[config.mk]
export PLATFORM = sky130hd
export DESIGN_NAME = epi_ctrl
export DESIGN_NICKNAME = d
export VERILOG_FILES = /design/src/epi_pkg.sv /design/src/epi_ctrl.sv
export SDC_FILE = /design/constraint.sdc
export NUM_CORES = 1
export LEC_CHECK = 0
export BUFFER_PORTS_ARGS = -buffer_cell sky130_fd_sc_hd__buf_4
export CAP_MARGIN = 30
export CORE_AREA = 2 2 123 173
export CTS_BUF_LIST = sky130_fd_sc_hd__clkbuf_2
export DETAILED_ROUTE_END_ITERATION = 10
export DIE_AREA = 0 0 125 175
export PLACE_DENSITY = 0.52
export SYNTH_ARGS = -nofsm -noshare
export SYNTH_HDL_FRONTEND = slang
export SYNTH_SLANG_ARGS = --single-unit
export TNS_END_PERCENT = 30
[constraint.sdc]
create_clock -name REF_CLK_IN -period 6.8 [get_ports REF_CLK_IN]
set_input_delay 0.34 -clock REF_CLK_IN [delete_from_list [all_inputs] [get_ports REF_CLK_IN]]
set_output_delay 0.34 -clock REF_CLK_IN [all_outputs]
set_load 0.02 [all_outputs]
[src/epi_pkg.sv]
// Constants, codes and carrier types for the external pin interrupt block.
// Assumes a single 100 MHz core clock and an AXI4-Lite register bus.
`default_nettype none

package epi_pkg;
    localparam int          NPINS      = 8;
    localparam int          NLOW       = 4;
    localparam int          AXI_ADDR_W = 8;
    localparam int          AXI_DATA_W = 32;
    localparam int          REG_W      = 8;

    // Register byte addresses
    localparam logic [7:0]  OFS_LSENSE = 8'h00;
    localparam logic [7:0]  OFS_HSENSE = 8'h04;
    localparam logic [7:0]  OFS_MASK   = 8'h08;
    localparam logic [7:0]  OFS_FLAGS  = 8'h0c;
    localparam logic [7:0]  OFS_FCLR   = 8'h10;
    localparam logic [7:0]  OFS_PINLVL = 8'h14;

    localparam logic [7:0]  RST_SENSE  = 8'h00;
    localparam logic [7:0]  RST_MASK   = 8'h00;
    localparam logic [7:0]  RST_FLAGS  = 8'h00;

    localparam logic [1:0]  SNS_LEVEL  = 2'h0;
    localparam logic [1:0]  SNS_ANY    = 2'h1;
    localparam logic [1:0]  SNS_FALL   = 2'h2;
    localparam logic [1:0]  SNS_RISE   = 2'h3;

    localparam logic [1:0]  RESP_OKAY   = 2'h0;
    localparam logic [1:0]  RESP_SLVERR = 2'h2;

    // Wake start-up delay
    localparam int          CLK_PERIOD_NS = 10;
    localparam int          STARTUP_NS    = 65000;
    localparam int          STARTUP_CYC   = (STARTUP_NS + CLK_PERIOD_NS - 1) / CLK_PERIOD_NS;

    typedef struct packed {
        logic sense_sel_hi;
        logic sense_sel_lo;
    } epi_sense_s;

    typedef enum logic [1:0] {
        WK_RUN,
        WK_SLEEP,
        WK_SEEN,
        WK_START
    } epi_wake_e;
endpackage : epi_pkg

`default_nettype wire

[src/epi_ctrl.sv]
// External pin interrupt detection, flags, masks and sleep wake-up.
// Assumes pins are asynchronous, core signals share REF_CLK_IN.
`default_nettype none

// Overview of operation
// - Pin input sensed even when driven locally
// - Level mode requests while pin stays low
// - Upper edge detection needs running I/O clock
// - Deep sleep: only clock-free detections wake
// - Level wake: two watchdog samples, startup gate
// - Lower codes: low, reserved, fall, rise
// - Upper codes: low, any change, fall, rise
// - Upper pins sampled before edge compare
// - Request needs global enable and mask
// - Two sense registers, two bits per pin
// - Mask bits enable, reset zero, read/write
// - Edge or change sets pin flag
// - Flag clears on vector entry or one
// - Level-mode pin flags always read zero
// - Sleep disables masked lower input buffers
// - Legacy mode hides lower sense register
module epi_ctrl #(
    parameter int STARTUP_CYCLES = epi_pkg::STARTUP_CYC
) (
    input  wire logic                          REF_CLK_IN,
    input  wire logic                          ARST_N_IN,
    input  wire logic [epi_pkg::NPINS-1:0]     EXT_IRQ_PINS_IN,
    input  wire logic                          GLOBAL_IE_IN,
    input  wire logic [epi_pkg::NPINS-1:0]     VEC_ENTRY_IN,
    input  wire logic                          SLEEP_IN,
    input  wire logic                          DEEP_SLEEP_IN,
    input  wire logic                          WDT_TICK_IN,
    input  wire logic                          LEGACY_COMPAT_IN,
    input  wire logic [epi_pkg::AXI_ADDR_W-1:0] AXI_AWADDR_IN,
    input  wire logic                          AXI_AWVALID_IN,
    output logic                               AXI_AWREADY_OUT,
    input  wire logic [epi_pkg::AXI_DATA_W-1:0] AXI_WDATA_IN,
    input  wire logic [3:0]                    AXI_WSTRB_IN,
    input  wire logic                          AXI_WVALID_IN,
    output logic                               AXI_WREADY_OUT,
    output logic [1:0]                         AXI_BRESP_OUT,
    output logic                               AXI_BVALID_OUT,
    input  wire logic                          AXI_BREADY_IN,
    input  wire logic [epi_pkg::AXI_ADDR_W-1:0] AXI_ARADDR_IN,
    input  wire logic                          AXI_ARVALID_IN,
    output logic                               AXI_ARREADY_OUT,
    output logic [epi_pkg::AXI_DATA_W-1:0]     AXI_RDATA_OUT,
    output logic [1:0]                         AXI_RRESP_OUT,
    output logic                               AXI_RVALID_OUT,
    input  wire logic                          AXI_RREADY_IN,
    output logic [epi_pkg::NPINS-1:0]          CORE_IRQ_OUT,
    output logic                               IRQ_OUT,
    output logic                               WAKE_OUT
);
    localparam int N = epi_pkg::NPINS;

    logic [7:0]                      low_pins_sense_control;
    logic [7:0]                      high_pins_sense_control;
    logic [N-1:0]                    pin_interrupt_mask;
    logic [N-1:0]                    pin_irq_flag;
    logic [N-1:0]                    pin_meta;
    logic [N-1:0]                    pin_sync;
    logic [N-1:0]                    pin_prev;
    logic [N-1:0]                    pin_eff;
    logic [N-1:0]                    evt_set;
    logic [N-1:0]                    evt_clr;
    logic [N-1:0]                    lvl_mode;
    logic [N-1:0]                    pend;
    logic [2*N-1:0]                  sense_all;
    logic [epi_pkg::AXI_ADDR_W-1:0]  aw_addr;
    logic [epi_pkg::AXI_DATA_W-1:0]  w_data;
    logic [3:0]                      w_strb;
    logic                            aw_full;
    logic                            w_full;
    logic                            wr_go;
    logic                            wr_byte0;
    logic                            startup_hold;
    logic                            lvl_wake;
    logic [31:0]                     start_cnt;
    epi_pkg::epi_wake_e              wake_st;

    // Pins pass two flops before any logic sees them
    always_ff @(posedge REF_CLK_IN or negedge ARST_N_IN) begin
        if (!ARST_N_IN) begin
            // Idle pull-up level, so release gives no false fall or level
            pin_meta <= '1;
            pin_sync <= '1;
            pin_prev <= '1;
        end else begin
            pin_meta <= EXT_IRQ_PINS_IN;
            pin_sync <= pin_meta;
            pin_prev <= pin_eff;
        end
    end

    // Pin level is sensed regardless of direction, so self-driven pins fire
    // Masked lower pins lose their input buffer in sleep, reading low
    always_comb begin
        pin_eff = pin_sync;
        for (int k = 0; k < epi_pkg::NLOW; k++) begin
            if (SLEEP_IN && !pin_interrupt_mask[k]) begin
                pin_eff[k] = 1'b0;
            end
        end
    end

    assign sense_all = {high_pins_sense_control, low_pins_sense_control};
    assign wr_go     = aw_full && w_full && !AXI_BVALID_OUT;
    assign wr_byte0  = wr_go && w_strb[0];

    // Flag clear by one via flags or clear alias, or by vector entry
    always_comb begin
        evt_clr = VEC_ENTRY_IN;
        if (wr_byte0 && (aw_addr == epi_pkg::OFS_FLAGS || aw_addr == epi_pkg::OFS_FCLR)) begin
            evt_clr = evt_clr | w_data[N-1:0];
        end
    end

    genvar g;
    generate
        for (g = 0; g < N; g++) begin : g_pin
            epi_pkg::epi_sense_s sns;
            logic                fall;
            logic                rise;
            assign sns  = epi_pkg::epi_sense_s'(sense_all[2*g +: 2]);
            assign fall = pin_prev[g] && !pin_eff[g];
            assign rise = !pin_prev[g] && pin_eff[g];
            assign lvl_mode[g] = ({sns.sense_sel_hi, sns.sense_sel_lo} == epi_pkg::SNS_LEVEL);
            if (g < epi_pkg::NLOW) begin : g_low
                // Reserved code detects nothing
                always_comb begin
                    case ({sns.sense_sel_hi, sns.sense_sel_lo})
                        epi_pkg::SNS_FALL: evt_set[g] = fall;
                        epi_pkg::SNS_RISE: evt_set[g] = rise;
                        default:           evt_set[g] = 1'b0;
                    endcase
                end
            end else begin : g_high
                // Edges on sampled values; halted I/O clock in deep sleep
                always_comb begin
                    case ({sns.sense_sel_hi, sns.sense_sel_lo})
                        epi_pkg::SNS_ANY:  evt_set[g] = (fall || rise) && !DEEP_SLEEP_IN;
                        epi_pkg::SNS_FALL: evt_set[g] = fall && !DEEP_SLEEP_IN;
                        epi_pkg::SNS_RISE: evt_set[g] = rise && !DEEP_SLEEP_IN;
                        default:           evt_set[g] = 1'b0;
                    endcase
                end
            end
            // Level mode forces flag low; otherwise set beats clear
            always_ff @(posedge REF_CLK_IN or negedge ARST_N_IN) begin
                if (!ARST_N_IN) begin
                    pin_irq_flag[g] <= 1'b0;
                end else if (lvl_mode[g]) begin
                    pin_irq_flag[g] <= 1'b0;
                end else if (evt_set[g]) begin
                    pin_irq_flag[g] <= 1'b1;
                end else if (evt_clr[g]) begin
                    pin_irq_flag[g] <= 1'b0;
                end
            end
            // Level request persists while low
            assign pend[g] = lvl_mode[g] ? !pin_eff[g] : pin_irq_flag[g];
        end
    endgenerate

    // Requests need global enable and mask; held off during start-up
    always_ff @(posedge REF_CLK_IN or negedge ARST_N_IN) begin
        if (!ARST_N_IN) begin
            CORE_IRQ_OUT <= '0;
            IRQ_OUT      <= 1'b0;
        end else begin
            CORE_IRQ_OUT <= pend & pin_interrupt_mask & {N{GLOBAL_IE_IN && !startup_hold}};
            IRQ_OUT      <= |(pend & pin_interrupt_mask) && GLOBAL_IE_IN && !startup_hold;
        end
    end

    assign startup_hold = (wake_st == epi_pkg::WK_START);
    assign lvl_wake     = |(lvl_mode & ~pin_eff & pin_interrupt_mask);

    // Level wake needs two watchdog samples; edges wake at once from WK_SLEEP, not from WK_SEEN
    always_ff @(posedge REF_CLK_IN or negedge ARST_N_IN) begin
        if (!ARST_N_IN) begin
            wake_st   <= epi_pkg::WK_RUN;
            start_cnt <= '0;
            WAKE_OUT  <= 1'b0;
        end else begin
            WAKE_OUT <= 1'b0;
            case (wake_st)
                epi_pkg::WK_RUN: begin
                    if (SLEEP_IN) begin
                        wake_st <= epi_pkg::WK_SLEEP;
                    end
                end
                epi_pkg::WK_SLEEP: begin
                    if (!SLEEP_IN) begin
                        wake_st <= epi_pkg::WK_RUN;
                    end else if (|(evt_set & pin_interrupt_mask)) begin
                        wake_st   <= epi_pkg::WK_START;
                        start_cnt <= 32'(STARTUP_CYCLES);
                        WAKE_OUT  <= 1'b1;
                    end else if (WDT_TICK_IN && lvl_wake) begin
                        wake_st <= epi_pkg::WK_SEEN;
                    end
                end
                epi_pkg::WK_SEEN: begin
                    if (!SLEEP_IN) begin
                        wake_st <= epi_pkg::WK_RUN;
                    end else if (WDT_TICK_IN) begin
                        if (lvl_wake) begin
                            wake_st   <= epi_pkg::WK_START;
                            start_cnt <= 32'(STARTUP_CYCLES);
                            WAKE_OUT  <= 1'b1;
                        end else begin
                            wake_st <= epi_pkg::WK_SLEEP;
                        end
                    end
                end
                epi_pkg::WK_START: begin
                    // Core wakes anyway; a vanished level leaves no request
                    if (start_cnt <= 32'd1) begin
                        wake_st <= epi_pkg::WK_RUN;
                    end else begin
                        start_cnt <= start_cnt - 32'd1;
                    end
                end
                default: wake_st <= epi_pkg::WK_RUN;
            endcase
        end
    end

    // Write channel: address and data captured in either order
    always_ff @(posedge REF_CLK_IN or negedge ARST_N_IN) begin
        if (!ARST_N_IN) begin
            aw_full         <= 1'b0;
            w_full          <= 1'b0;
            aw_addr         <= '0;
            w_data          <= '0;
            w_strb          <= '0;
            AXI_AWREADY_OUT <= 1'b0;
            AXI_WREADY_OUT  <= 1'b0;
            AXI_BVALID_OUT  <= 1'b0;
            AXI_BRESP_OUT   <= epi_pkg::RESP_OKAY;
        end else begin
            AXI_AWREADY_OUT <= !aw_full && !(AXI_AWVALID_IN && AXI_AWREADY_OUT);
            AXI_WREADY_OUT  <= !w_full && !(AXI_WVALID_IN && AXI_WREADY_OUT);
            if (AXI_AWVALID_IN && AXI_AWREADY_OUT) begin
                aw_full <= 1'b1;
                aw_addr <= AXI_AWADDR_IN;
            end
            if (AXI_WVALID_IN && AXI_WREADY_OUT) begin
                w_full <= 1'b1;
                w_data <= AXI_WDATA_IN;
                w_strb <= AXI_WSTRB_IN;
            end
            if (wr_go) begin
                AXI_BVALID_OUT <= 1'b1;
                case (aw_addr)
                    epi_pkg::OFS_LSENSE: AXI_BRESP_OUT <= LEGACY_COMPAT_IN ?
                                                          epi_pkg::RESP_SLVERR : epi_pkg::RESP_OKAY;
                    epi_pkg::OFS_HSENSE, epi_pkg::OFS_MASK, epi_pkg::OFS_FLAGS,
                    epi_pkg::OFS_FCLR:   AXI_BRESP_OUT <= epi_pkg::RESP_OKAY;
                    default:             AXI_BRESP_OUT <= epi_pkg::RESP_SLVERR;
                endcase
            end
            if (AXI_BVALID_OUT && AXI_BREADY_IN) begin
                AXI_BVALID_OUT  <= 1'b0;
                aw_full         <= 1'b0;
                w_full          <= 1'b0;
                AXI_AWREADY_OUT <= 1'b1;
                AXI_WREADY_OUT  <= 1'b1;
            end
        end
    end

    // Register storage; mask resets to zero
    always_ff @(posedge REF_CLK_IN or negedge ARST_N_IN) begin
        if (!ARST_N_IN) begin
            low_pins_sense_control  <= epi_pkg::RST_SENSE;
            high_pins_sense_control <= epi_pkg::RST_SENSE;
            pin_interrupt_mask      <= epi_pkg::RST_MASK;
        end else if (wr_byte0) begin
            case (aw_addr)
                // Unreachable in legacy mode; reset value means low level
                epi_pkg::OFS_LSENSE: begin
                    if (!LEGACY_COMPAT_IN) begin
                        low_pins_sense_control <= w_data[7:0];
                    end
                end
                epi_pkg::OFS_HSENSE: high_pins_sense_control <= w_data[7:0];
                epi_pkg::OFS_MASK:   pin_interrupt_mask      <= w_data[N-1:0];
                default: ;
            endcase
        end
    end

    // Read channel: one outstanding read, answer one cycle after address
    always_ff @(posedge REF_CLK_IN or negedge ARST_N_IN) begin
        if (!ARST_N_IN) begin
            AXI_ARREADY_OUT <= 1'b0;
            AXI_RVALID_OUT  <= 1'b0;
            AXI_RDATA_OUT   <= '0;
            AXI_RRESP_OUT   <= epi_pkg::RESP_OKAY;
        end else begin
            AXI_ARREADY_OUT <= !AXI_RVALID_OUT && !(AXI_ARVALID_IN && AXI_ARREADY_OUT);
            if (AXI_ARVALID_IN && AXI_ARREADY_OUT) begin
                AXI_RVALID_OUT <= 1'b1;
                AXI_RRESP_OUT  <= epi_pkg::RESP_OKAY;
                AXI_RDATA_OUT  <= '0;
                case (AXI_ARADDR_IN)
                    epi_pkg::OFS_LSENSE: begin
                        if (LEGACY_COMPAT_IN) begin
                            AXI_RRESP_OUT <= epi_pkg::RESP_SLVERR;
                        end else begin
                            AXI_RDATA_OUT[7:0] <= low_pins_sense_control;
                        end
                    end
                    epi_pkg::OFS_HSENSE: AXI_RDATA_OUT[7:0]   <= high_pins_sense_control;
                    epi_pkg::OFS_MASK:   AXI_RDATA_OUT[N-1:0] <= pin_interrupt_mask;
                    epi_pkg::OFS_FLAGS:  AXI_RDATA_OUT[N-1:0] <= pin_irq_flag;
                    epi_pkg::OFS_FCLR:   AXI_RDATA_OUT        <= '0;
                    epi_pkg::OFS_PINLVL: AXI_RDATA_OUT[N-1:0] <= pin_eff;
                    default:             AXI_RRESP_OUT        <= epi_pkg::RESP_SLVERR;
                endcase
            end
            if (AXI_RVALID_OUT && AXI_RREADY_IN) begin
                AXI_RVALID_OUT  <= 1'b0;
                AXI_ARREADY_OUT <= 1'b1;
            end
        end
    end
endmodule // epi_ctrl

`default_nettype wire

Word-level counts from Yosys, hierarchy flattened

Index checks and enable logic that the tools add are counted.

Memories kept: 0
Register bits: 136
Bits in writable memories: 0
Word-level logic and storage cells: 283
ROM bits: 0
Output and inout bits: 51
Bits in latches: 0

Shifts and indexed selects: 0
Bitwise operators: 8
Equal/unequal tests: 42
Reductions and logical operators: 116
Divide/modulo/power cells: 0
$add $sub $neg: 1
$mul: 0
Order comparisons: 1
Muxes and demuxes: 83

Operator list:

| operator                                                                          | count |
|---|---|
| 32-bit two-way mux                                                                | 6 |
| 32-bit case mux with 3 select lines                                               | 1 |
| 1-bit two-way mux                                                                 | 52 |
| 1-bit logical AND                                                                 | 48 |
| 8-bit AND                                                                         | 5 |
| 8-bit case mux with 5 select lines                                                | 1 |
| 2-bit == test, second input constant                                              | 18 |
| 8-bit by 4-bit == test with 1-bit output, second input constant                   | 4 |
| 32-bit by 1-bit less-or-equal comparator with 1-bit output, second input constant | 1 |
| 32-bit by 1-bit subtractor with 32-bit output, second input constant              | 1 |
| 1-bit logical NOT                                                                 | 29 |
| 3-bit nonzero test                                                                | 9 |
| 8-bit by 5-bit == test with 1-bit output, second input constant                   | 3 |
| 8-bit OR reduction                                                                | 3 |
| 2-bit logical NOT                                                                 | 9 |
| 2-bit two-way mux                                                                 | 9 |
| 8-bit by 3-bit == test with 1-bit output, second input constant                   | 2 |
| 8-bit logical NOT                                                                 | 2 |
| 8-bit two-way mux                                                                 | 2 |
| 2-bit != test, second input constant                                              | 7 |
| 1-bit case mux with 3 select lines                                                | 4 |
| 2-bit by 1-bit == test with 1-bit output, second input constant                   | 5 |
| 1-bit case mux with 2 select lines                                                | 5 |
| 8-bit NOT                                                                         | 1 |
| other kinds (15)                                                                  | 24 |

Depth between registers and ports, before layout

Gate-level depths: netlist of the first run.

Depth after elaboration: 12
Mapped depth: 9

Worst setup path after synthesis of the first run

OpenSTA, ideal clock, no wires.

Kind: register to register
Start point: register start_cnt[22]
End point: register wake_st[0]
Buffers on the path: 2
Arrival time: 2.869 ns
Setup time: 0.128 ns
Stages on the path, launching flop included: 9
Slack: 3.803 ns
Cell sequence: dfrtp_1 > or4_4 > or4_4 > buf_6 > or4_4 > buf_6 > a21o_1 > a31oi_2 > mux2_1

Cells in the longest elaborated chain, start to end: 3

Ends and longest elaborated chain:

| what                                                       | line            | RTL |
|---|---|---|
| from (decl)                                                | epi_ctrl.sv:79  | `logic [31:0] start_cnt;` |
| from (signal assigned)                                     | epi_ctrl.sv:199 | `start_cnt <= 32'(STARTUP_CYCLES);` |
| from (signal assigned)                                     | epi_ctrl.sv:211 | `start_cnt <= 32'(STARTUP_CYCLES);` |
| from (signal assigned)                                     | epi_ctrl.sv:223 | `start_cnt <= start_cnt - 32'd1;` |
| 32-bit by 1-bit less-or-equal comparator with 1-bit output | epi_ctrl.sv:220 | `if (start_cnt <= 32'd1) begin` |
| 2-bit by 1-bit != test with 1-bit output (no line)         | n/a             |  |
| 4-bit AND reduction (no line)                              | n/a             |  |
| to (signal assigned)                                       | epi_ctrl.sv:214 | `wake_st <= epi_pkg::WK_SLEEP;` |
| to (signal assigned)                                       | epi_ctrl.sv:221 | `wake_st <= epi_pkg::WK_RUN;` |
| to (signal assigned)                                       | epi_ctrl.sv:226 | `default: wake_st <= epi_pkg::WK_RUN;` |
| to (decl)                                                  | epi_ctrl.sv:80  | `epi_pkg::epi_wake_e wake_st;` |

No other way between the ends.
A chain may end at the register's enable or synchronous reset.

Worst setup path after layout of the first run

Start point: register pin_prev[4]
End point: register start_cnt[25]

Cells in the longest elaborated chain, start to end: 9

Ends and longest elaborated chain:

| what                                 | line            | RTL |
|---|---|---|
| from (decl)                          | epi_ctrl.sv:63  | `logic [N-1:0] pin_prev;` |
| from (signal assigned)               | epi_ctrl.sv:92  | `pin_prev <= pin_eff;` |
| 1-bit logical NOT                    | epi_ctrl.sv:127 | `assign rise = !pin_prev[g] && pin_eff[g];` |
| 1-bit logical AND                    | epi_ctrl.sv:127 |  |
| 1-bit logical OR                     | epi_ctrl.sv:142 | `epi_pkg::SNS_ANY: evt_set[g] = (fall \|\| rise) && !DEEP_SLEEP_IN;` |
| 1-bit logical AND                    | epi_ctrl.sv:142 |  |
| 1-bit case mux with 3 select lines * | epi_ctrl.sv:141 | `case ({sns.sense_sel_hi, sns.sense_sel_lo})` |
| 8-bit AND *                          | epi_ctrl.sv:197 | `end else if (\|(evt_set & pin_interrupt_mask)) begin` |
| 8-bit OR reduction *                 | epi_ctrl.sv:197 |  |
| 2-bit != test (no line) *            | n/a             |  |
| 7-bit AND reduction (no line) *      | n/a             |  |

Mark *: on every way between the ends. The rest lies on a longest branch, timed or not.

==> results of run 1 <==
==> report_power, final <==
| part | switching [W] | internal (W) | total, W |
|---|---|---|---|
| Clock | 0.000321 | 0.000359 | 0.000680 |
| Combinational | 0.000347 | 0.000261 | 0.000608 |
| Sequential | 0.000115 | 0.000910 | 0.00103 |
| Total | 0.000784 | 0.00153 | 0.00231 |
==> critical path, delay by kind of cell (launching register included) <==
kind	cells	cell delay, ps
AOI/OAI and AO/OA	3	1130
and+or+nand+nor	3	1420
buffers and inverters	2	310
DFF	1	580
adders and majority gates	1	300
==> kinds of logic after synthesis <==
family	share of synthesized area, %
mux	10.8
compound gates	16.1
fa+ha+maj	2.68
other cells	0.0536
simple gates	15.7
flops	48.4
buf+inv	6.24
==> path summary, 6_finish.rpt <==
kind / endpoint / startpoint / slack, ps / cells past startpoint
max: start_cnt[25] / pin_prev[4] / 2930 / 9
min: start_cnt[27] / ARST_N_IN / 120 / 2
min reg2reg: pin_sync[2] / pin_meta[2] / 360 / 0
max in group asynchronous: pin_meta[2] / ARST_N_IN / 5530 / 4
max reg2reg: start_cnt[25] / pin_prev[4] / 2930 / 9
min in group REF_CLK_IN: AXI_RDATA_OUT[6] / AXI_ARADDR_IN[6] / 130 / 5
==> metrics by stage <==
step                hold slack [ps]  instance area, µm²  worst slack [ps]  cells  util [%]
global placement                340                7720              3130    969      38.0
global route                   49.0                8550              2680   1047      42.0
detailed placement              347                7760              2990    971      38.2
CTS                            51.9                8540              2940   1046      42.0
floorplan                      44.4                7090              3800    682         -
finish                          115                8550              2930   1047      42.0
==> sequential cells by signal (all words and copies together) (netlist names), 2 cells and up <==
register,flops
w_data,8
AXI_RDATA_OUT,8
high_pins_sense_control,8
pin_prev,8
start_cnt,32
pin_interrupt_mask,8
low_pins_sense_control,8
pin_irq_flag,8
pin_sync,8
pin_meta,8
wake_st,2
aw_addr,8
CORE_IRQ_OUT,8
==> layout by cell type (no fill, tap or decap), types with 11 or more instances in the layout <==
cell type / instances
nor2_1: 48
mux2i_1: 25
mux2_2: 43
nand3b_1: 14
dfstp_2: 24
nand3_1: 14
ha_1: 15
conb_1: 26
dlygate4sd3_1: 43
dfrtp_1: 110
clkbuf_2: 18
o21ai_0: 35
o21a_1: 14
buf_4: 80
a21oi_1: 11
inv_1: 35
nand2_1: 39
o31ai_1: 22
==> final cells by class <==
| class | instances | area share, % |
|---|---|---|
| clock buffer | 18 | 1.05 |
| timing repair buffer | 126 | 12.6 |
| inverter | 35 | 1.54 |
| sequential | 134 | 39.6 |
| clock inverter | 14 | 3.12 |
| multi-input combinational | 463 | 38.3 |
| antenna | 1 | 0.0293 |
| tap | 256 | 3.75 |
==> routing by layer <==
layer	vias up	GRT usage, %	wire length, µm
li1	2614	-	-
met3	42	3.64	726
met4	0	8.19	607
met2	147	31.4	9740
met5	-	0	0
met1	2769	19.2	7490
==> metrics.md, run 1 <==
| Metric | Value |
|---|---|
| Post-synth top cells | `110 x dfrtp_1, 48 x nor2_1, 43 x mux2_2` |
| Max cap viols | `0` |
| EDFF count, synth | `0` |
| PortBufs | `77` |
| Final hold vios | `0` |
| Post-synth cell types | `66` |
| Filler cell count | `1987` |
| Initial DRC count | `296` |
| Top cells by area, synth | `dfrtp_1 39%, dfstp_2 9.0%, mux2_2 6.9%, mux2i_1 3.6%, buf_4 2.8%` |
| Initial Utilization | `34.4%` |
| FF/Latch Area | `3380 µm²` |
| Crit-path cells | `inv_1 -> ha_1 -> nor4bb_1 -> a41oi_1 -> o221ai_1 -> nor4b_4 -> buf_4 -> nand4b_2 -> o41ai_1` |
| Initial antenna violation count | `1` |
| Final setup vio count | `0` |
| Gpl congestion | `0.806` |
| Max Clk Rate | `258 MHz` |
| #FFs+latches synth | `134` |
| Wirelength, routed | `18600 µm` |
| Core ar. | `20300 µm²` |
| Fin crit period | `3870 ps` |
| Die height | `175 µm` |
| Total gr overflow | `0` |
| Max incr delay on CP | `760 ps` |
| Row Count | `62` |
| CTS buffer count | `17` |
| Gr usage total | `17.3%` |
| Clock Sinks | `134` |
| Data required, critical path | `7390 ps` |
| CTS root buf | `clkbuf_2` |
| Worst slew pin tran | `981 ps` |
| Outcome | `completed` |
| DRC viols | `0` |
| Vias in the first global route | `5861` |
| CP max FO | `36` |
| CP Class | `register to register` |
| Final ANT Viol Nets | `0` |
| Pins Over Slew Limit | `0` |
| Routed length per instance | `17.7 µm` |
| Cell area after synthesis | `6990 µm²` |
| Post-Syn Area per Cell | `10.6 µm²` |
| WP data arrival | `4460 ps` |
| RSZ-0062 raised after global routing | `no` |
| Largest area contributor in the netlist | `dfrtp_1` |
| Layout cells sized above 1 | `25.6%` |
| Worst Setup End Kind | `register` |
| Num ports | `131` |
| Post-CTS sizing | `0` |
| Setup skew after layout | `42.4 ps` |
| DP HPWL | `13000 µm` |
| Sequential share of the synthesized area | `48.4%` |
| Synth Warn # | `0` |
| Clock-pin slew on the worst setup and hold paths | `240 ps` |
| Slew HR | `34.0%` |
| Slowest cell on crit path | `nand4b_2` |
| Tot Pwr | `0.00231 W` |
| Worst skew pair latency | `730 ps` |
| Top cell type's share of synthesized area | `39.4%` |
| H-tree levels | `4` |
| Multi-input logic area | `3280 µm²` |
| Final setup TNS | `0 ps` |
| LEAKAGE | `3.88 nW` |
| Post-CTS Setup Bufs | `0` |
| Dominant synthesized flop cell | `dfrtp_1` |
| Layout net count | `872` |
| Gate Count Post-Synth | `657` |
| Drt first pass iters | `5` |
| Count leader, synth | `dfrtp_1` |
| TritonCTS clock tree | `done` |
| Area delta synth->final | `22.2%` |
| Crit share post-route | `56.9%` |
| Hold crit path type | `input pin to async pin` |
| Die ar. | `21900 µm²` |
| Largest net degree at the start of global routing | `61` |
| Async SR Flop Fraction | `100%` |
| Clk buf depth | `2` |
| Peak supply drop | `0.0000978 V` |
| Hold buffer count at CTS | `43` |
| Kind of start point of the critical path | `register` |
| PD cells | `271 nW/µm²` |
| Detailed-route via count | `5572` |
| Vias per std cell | `5.32` |
| First-pass GRT wire length | `30100 µm` |
| Die Span X | `125 µm` |
(Power assumes the default switching activity.)
==> run 2, diff against run 1 <==
==> constraint.sdc (replaced) <==
create_clock -name REF_CLK_IN -period 3.85 [get_ports REF_CLK_IN]
set_input_delay 0.1925 -clock REF_CLK_IN [delete_from_list [all_inputs] [get_ports REF_CLK_IN]]
set_output_delay 0.1925 -clock REF_CLK_IN [all_outputs]
set_load 0.02 [all_outputs]
==> run 2 against run 1 <==
Against the previous run:
- final area is 0.92% higher
- first-iteration DRC count is 5.4% lower
- cell count is 1.6% higher
- core utilization is 0.39 points higher
- critical endpoint is now start_cnt[28]
- largest power group unchanged
==> metrics.md, run 2 (synthesized netlist as in run 1, its figures left out) <==
| Metric | Value |
|---|---|
| Outcome | `completed` |
| Crit-path cells | `or4_4 -> or4_4 -> or4_4 -> nand2_1 -> buf_4 -> o31ai_1 -> o31ai_1` |
| CTS root buf | `clkbuf_2` |
| Initial antenna violation count | `1` |
| Vias in the first global route | `5794` |
| Clock Sinks | `134` |
| CTS buffer count | `17` |
| WP data arrival | `3870 ps` |
| Num ports | `131` |
| Slowest cell on crit path | `or4_4` |
| Flip-flop count of the largest register after layout | `32` |
| Peak supply drop | `0.000223 V` |
| Largest net degree at the start of global routing | `106` |
| Tot Pwr | `0.00391 W` |
| Vias per std cell | `5.23` |
| Top Family by Delay on Critical Path | `simple AND/OR/NAND/NOR gates` |
| Die Span X | `125 µm` |
| Drt first pass iters | `4` |
| Max Clk Rate | `311 MHz` |
| Final ANT Viol Nets | `0` |
| Core ar. | `20300 µm²` |
| Total gr overflow | `0` |
| Clock-pin slew on the worst setup and hold paths | `210 ps` |
| CP Class | `register to register` |
| Initial DRC count | `280` |
| Gr usage total | `17.1%` |
| Final setup TNS | `0 ps` |
| Worst skew pair latency | `750 ps` |
| Final hold vios | `0` |
| Slew HR | `42.3%` |
| Hold Slack | `57.7 ps` |
| Clk buf depth | `2` |
| Max cap viols | `0` |
| RSZ-0062 raised after global routing | `no` |
| Worst slew pin tran | `862 ps` |
| Setup skew after layout | `48.4 ps` |
| Final setup vio count | `0` |
| DRC viols | `0` |
| PD cells | `453 nW/µm²` |
| Fin cells | `1064` |
| Kind of start point of the critical path | `register` |
| Layout net count | `889` |
| Crit-path most repeated cell | `or4_4` |
| Data required, critical path | `4500 ps` |
| Gpl congestion | `0.819` |
| Hold crit path type | `input pin to register` |
| Fin crit period | `3220 ps` |
| Crit share post-route | `83.5%` |
| Post-CTS Setup Bufs | `0` |
| Layout cells sized above 1 | `25.3%` |
| LEAKAGE | `3.91 nW` |
| TritonCTS clock tree | `done` |
| H-tree levels | `4` |
| Detailed-route via count | `5569` |
| Design Area, Final | `8620 µm²` |
| PortBufs | `77` |
| Pins Over Slew Limit | `0` |
| Dpl cell area | `7760 µm²` |
| DP HPWL | `12700 µm` |
| Die height | `175 µm` |
| Routed length per instance | `17.1 µm` |
| First-pass GRT wire length | `30000 µm` |
| Die ar. | `21900 µm²` |
| Worst Setup End Kind | `register` |
| Placed cell count | `974` |
| Initial Utilization | `34.4%` |
| CP max FO | `14` |
| WP buf/inv | `1` |
| Area delta synth->final | `23.3%` |
| Row Count | `62` |
| Wirelength, routed | `18200 µm` |
| Max incr delay on CP | `640 ps` |
| Commonest non-fill, non-tap cell in the layout | `dfrtp_1` |
| Most frequent cells in the layout | `110 x dfrtp_1, 84 x buf_4, 56 x dlygate4sd3_1` |
| Biggest register | `start_cnt` |
==> run 2: area by class of cell <==
type / instances / area, µm²
fill: 1960 / 11700
multi-input combinational: 463 / 3280
antenna: 1 / 2.50
clock inverter: 13 / 180
clock buffer: 19 / 95.1
inverter: 35 / 131
sequential: 134 / 3380
timing repair buffer: 143 / 1230
tap: 256 / 320
==> run 2: worst reg2reg max path, delay by kind of cell, from the launching register on <==
kind,cells,cell delay [ps]
AND/OR/NAND/NOR,4,2200
flip-flops,1,450
buffers and inverters,1,290
AO/OA/AOI/OAI,2,190
==> run 2: worst paths after layout <==
kind / startpoint / endpoint / slack [ps] / depth (start not counted)
min: AXI_AWVALID_IN / aw_full / 60 / 4
min in group asynchronous: ARST_N_IN / low_pins_sense_control[3] / 370 / 3
max: start_cnt[22] / start_cnt[28] / 630 / 7
max in group asynchronous: ARST_N_IN / pin_sync[6] / 2710 / 4
min reg2reg: pin_meta[7] / pin_sync[7] / 370 / 0
max reg2reg: start_cnt[22] / start_cnt[28] / 630 / 7
==> run 2: routing by layer <==
metal  global-route usage (%)  part of all wire, %
met1                     19.7                   41
met4                     9.21                  3.9
met5                        0                    0
met3                     3.12                  3.4
met2                     30.1                   52
==> run 2: what timing repair did <==
| item | CTS | global route |
|---|---|---|
| hold buffers | 55 | 1 |
| gates resized for setup | 0 | 0 |
| endpoints found under the hold margin | 154 | 20 |
==> run 2: power breakdown <==
group | internal, W | switching, W
clock | 0.000432 | 0.000550
sequential | 0.00161 | 0.000205
combinational | 0.000498 | 0.000616
==> run 2: through the flow <==
stage,setup slack [ps],util (%)
final,635,42.4
after global routing,442,42.4
after CTS,636,42.2
after detailed placement,655,38.2
after global placement,743,38.1
after floorplan,853,-
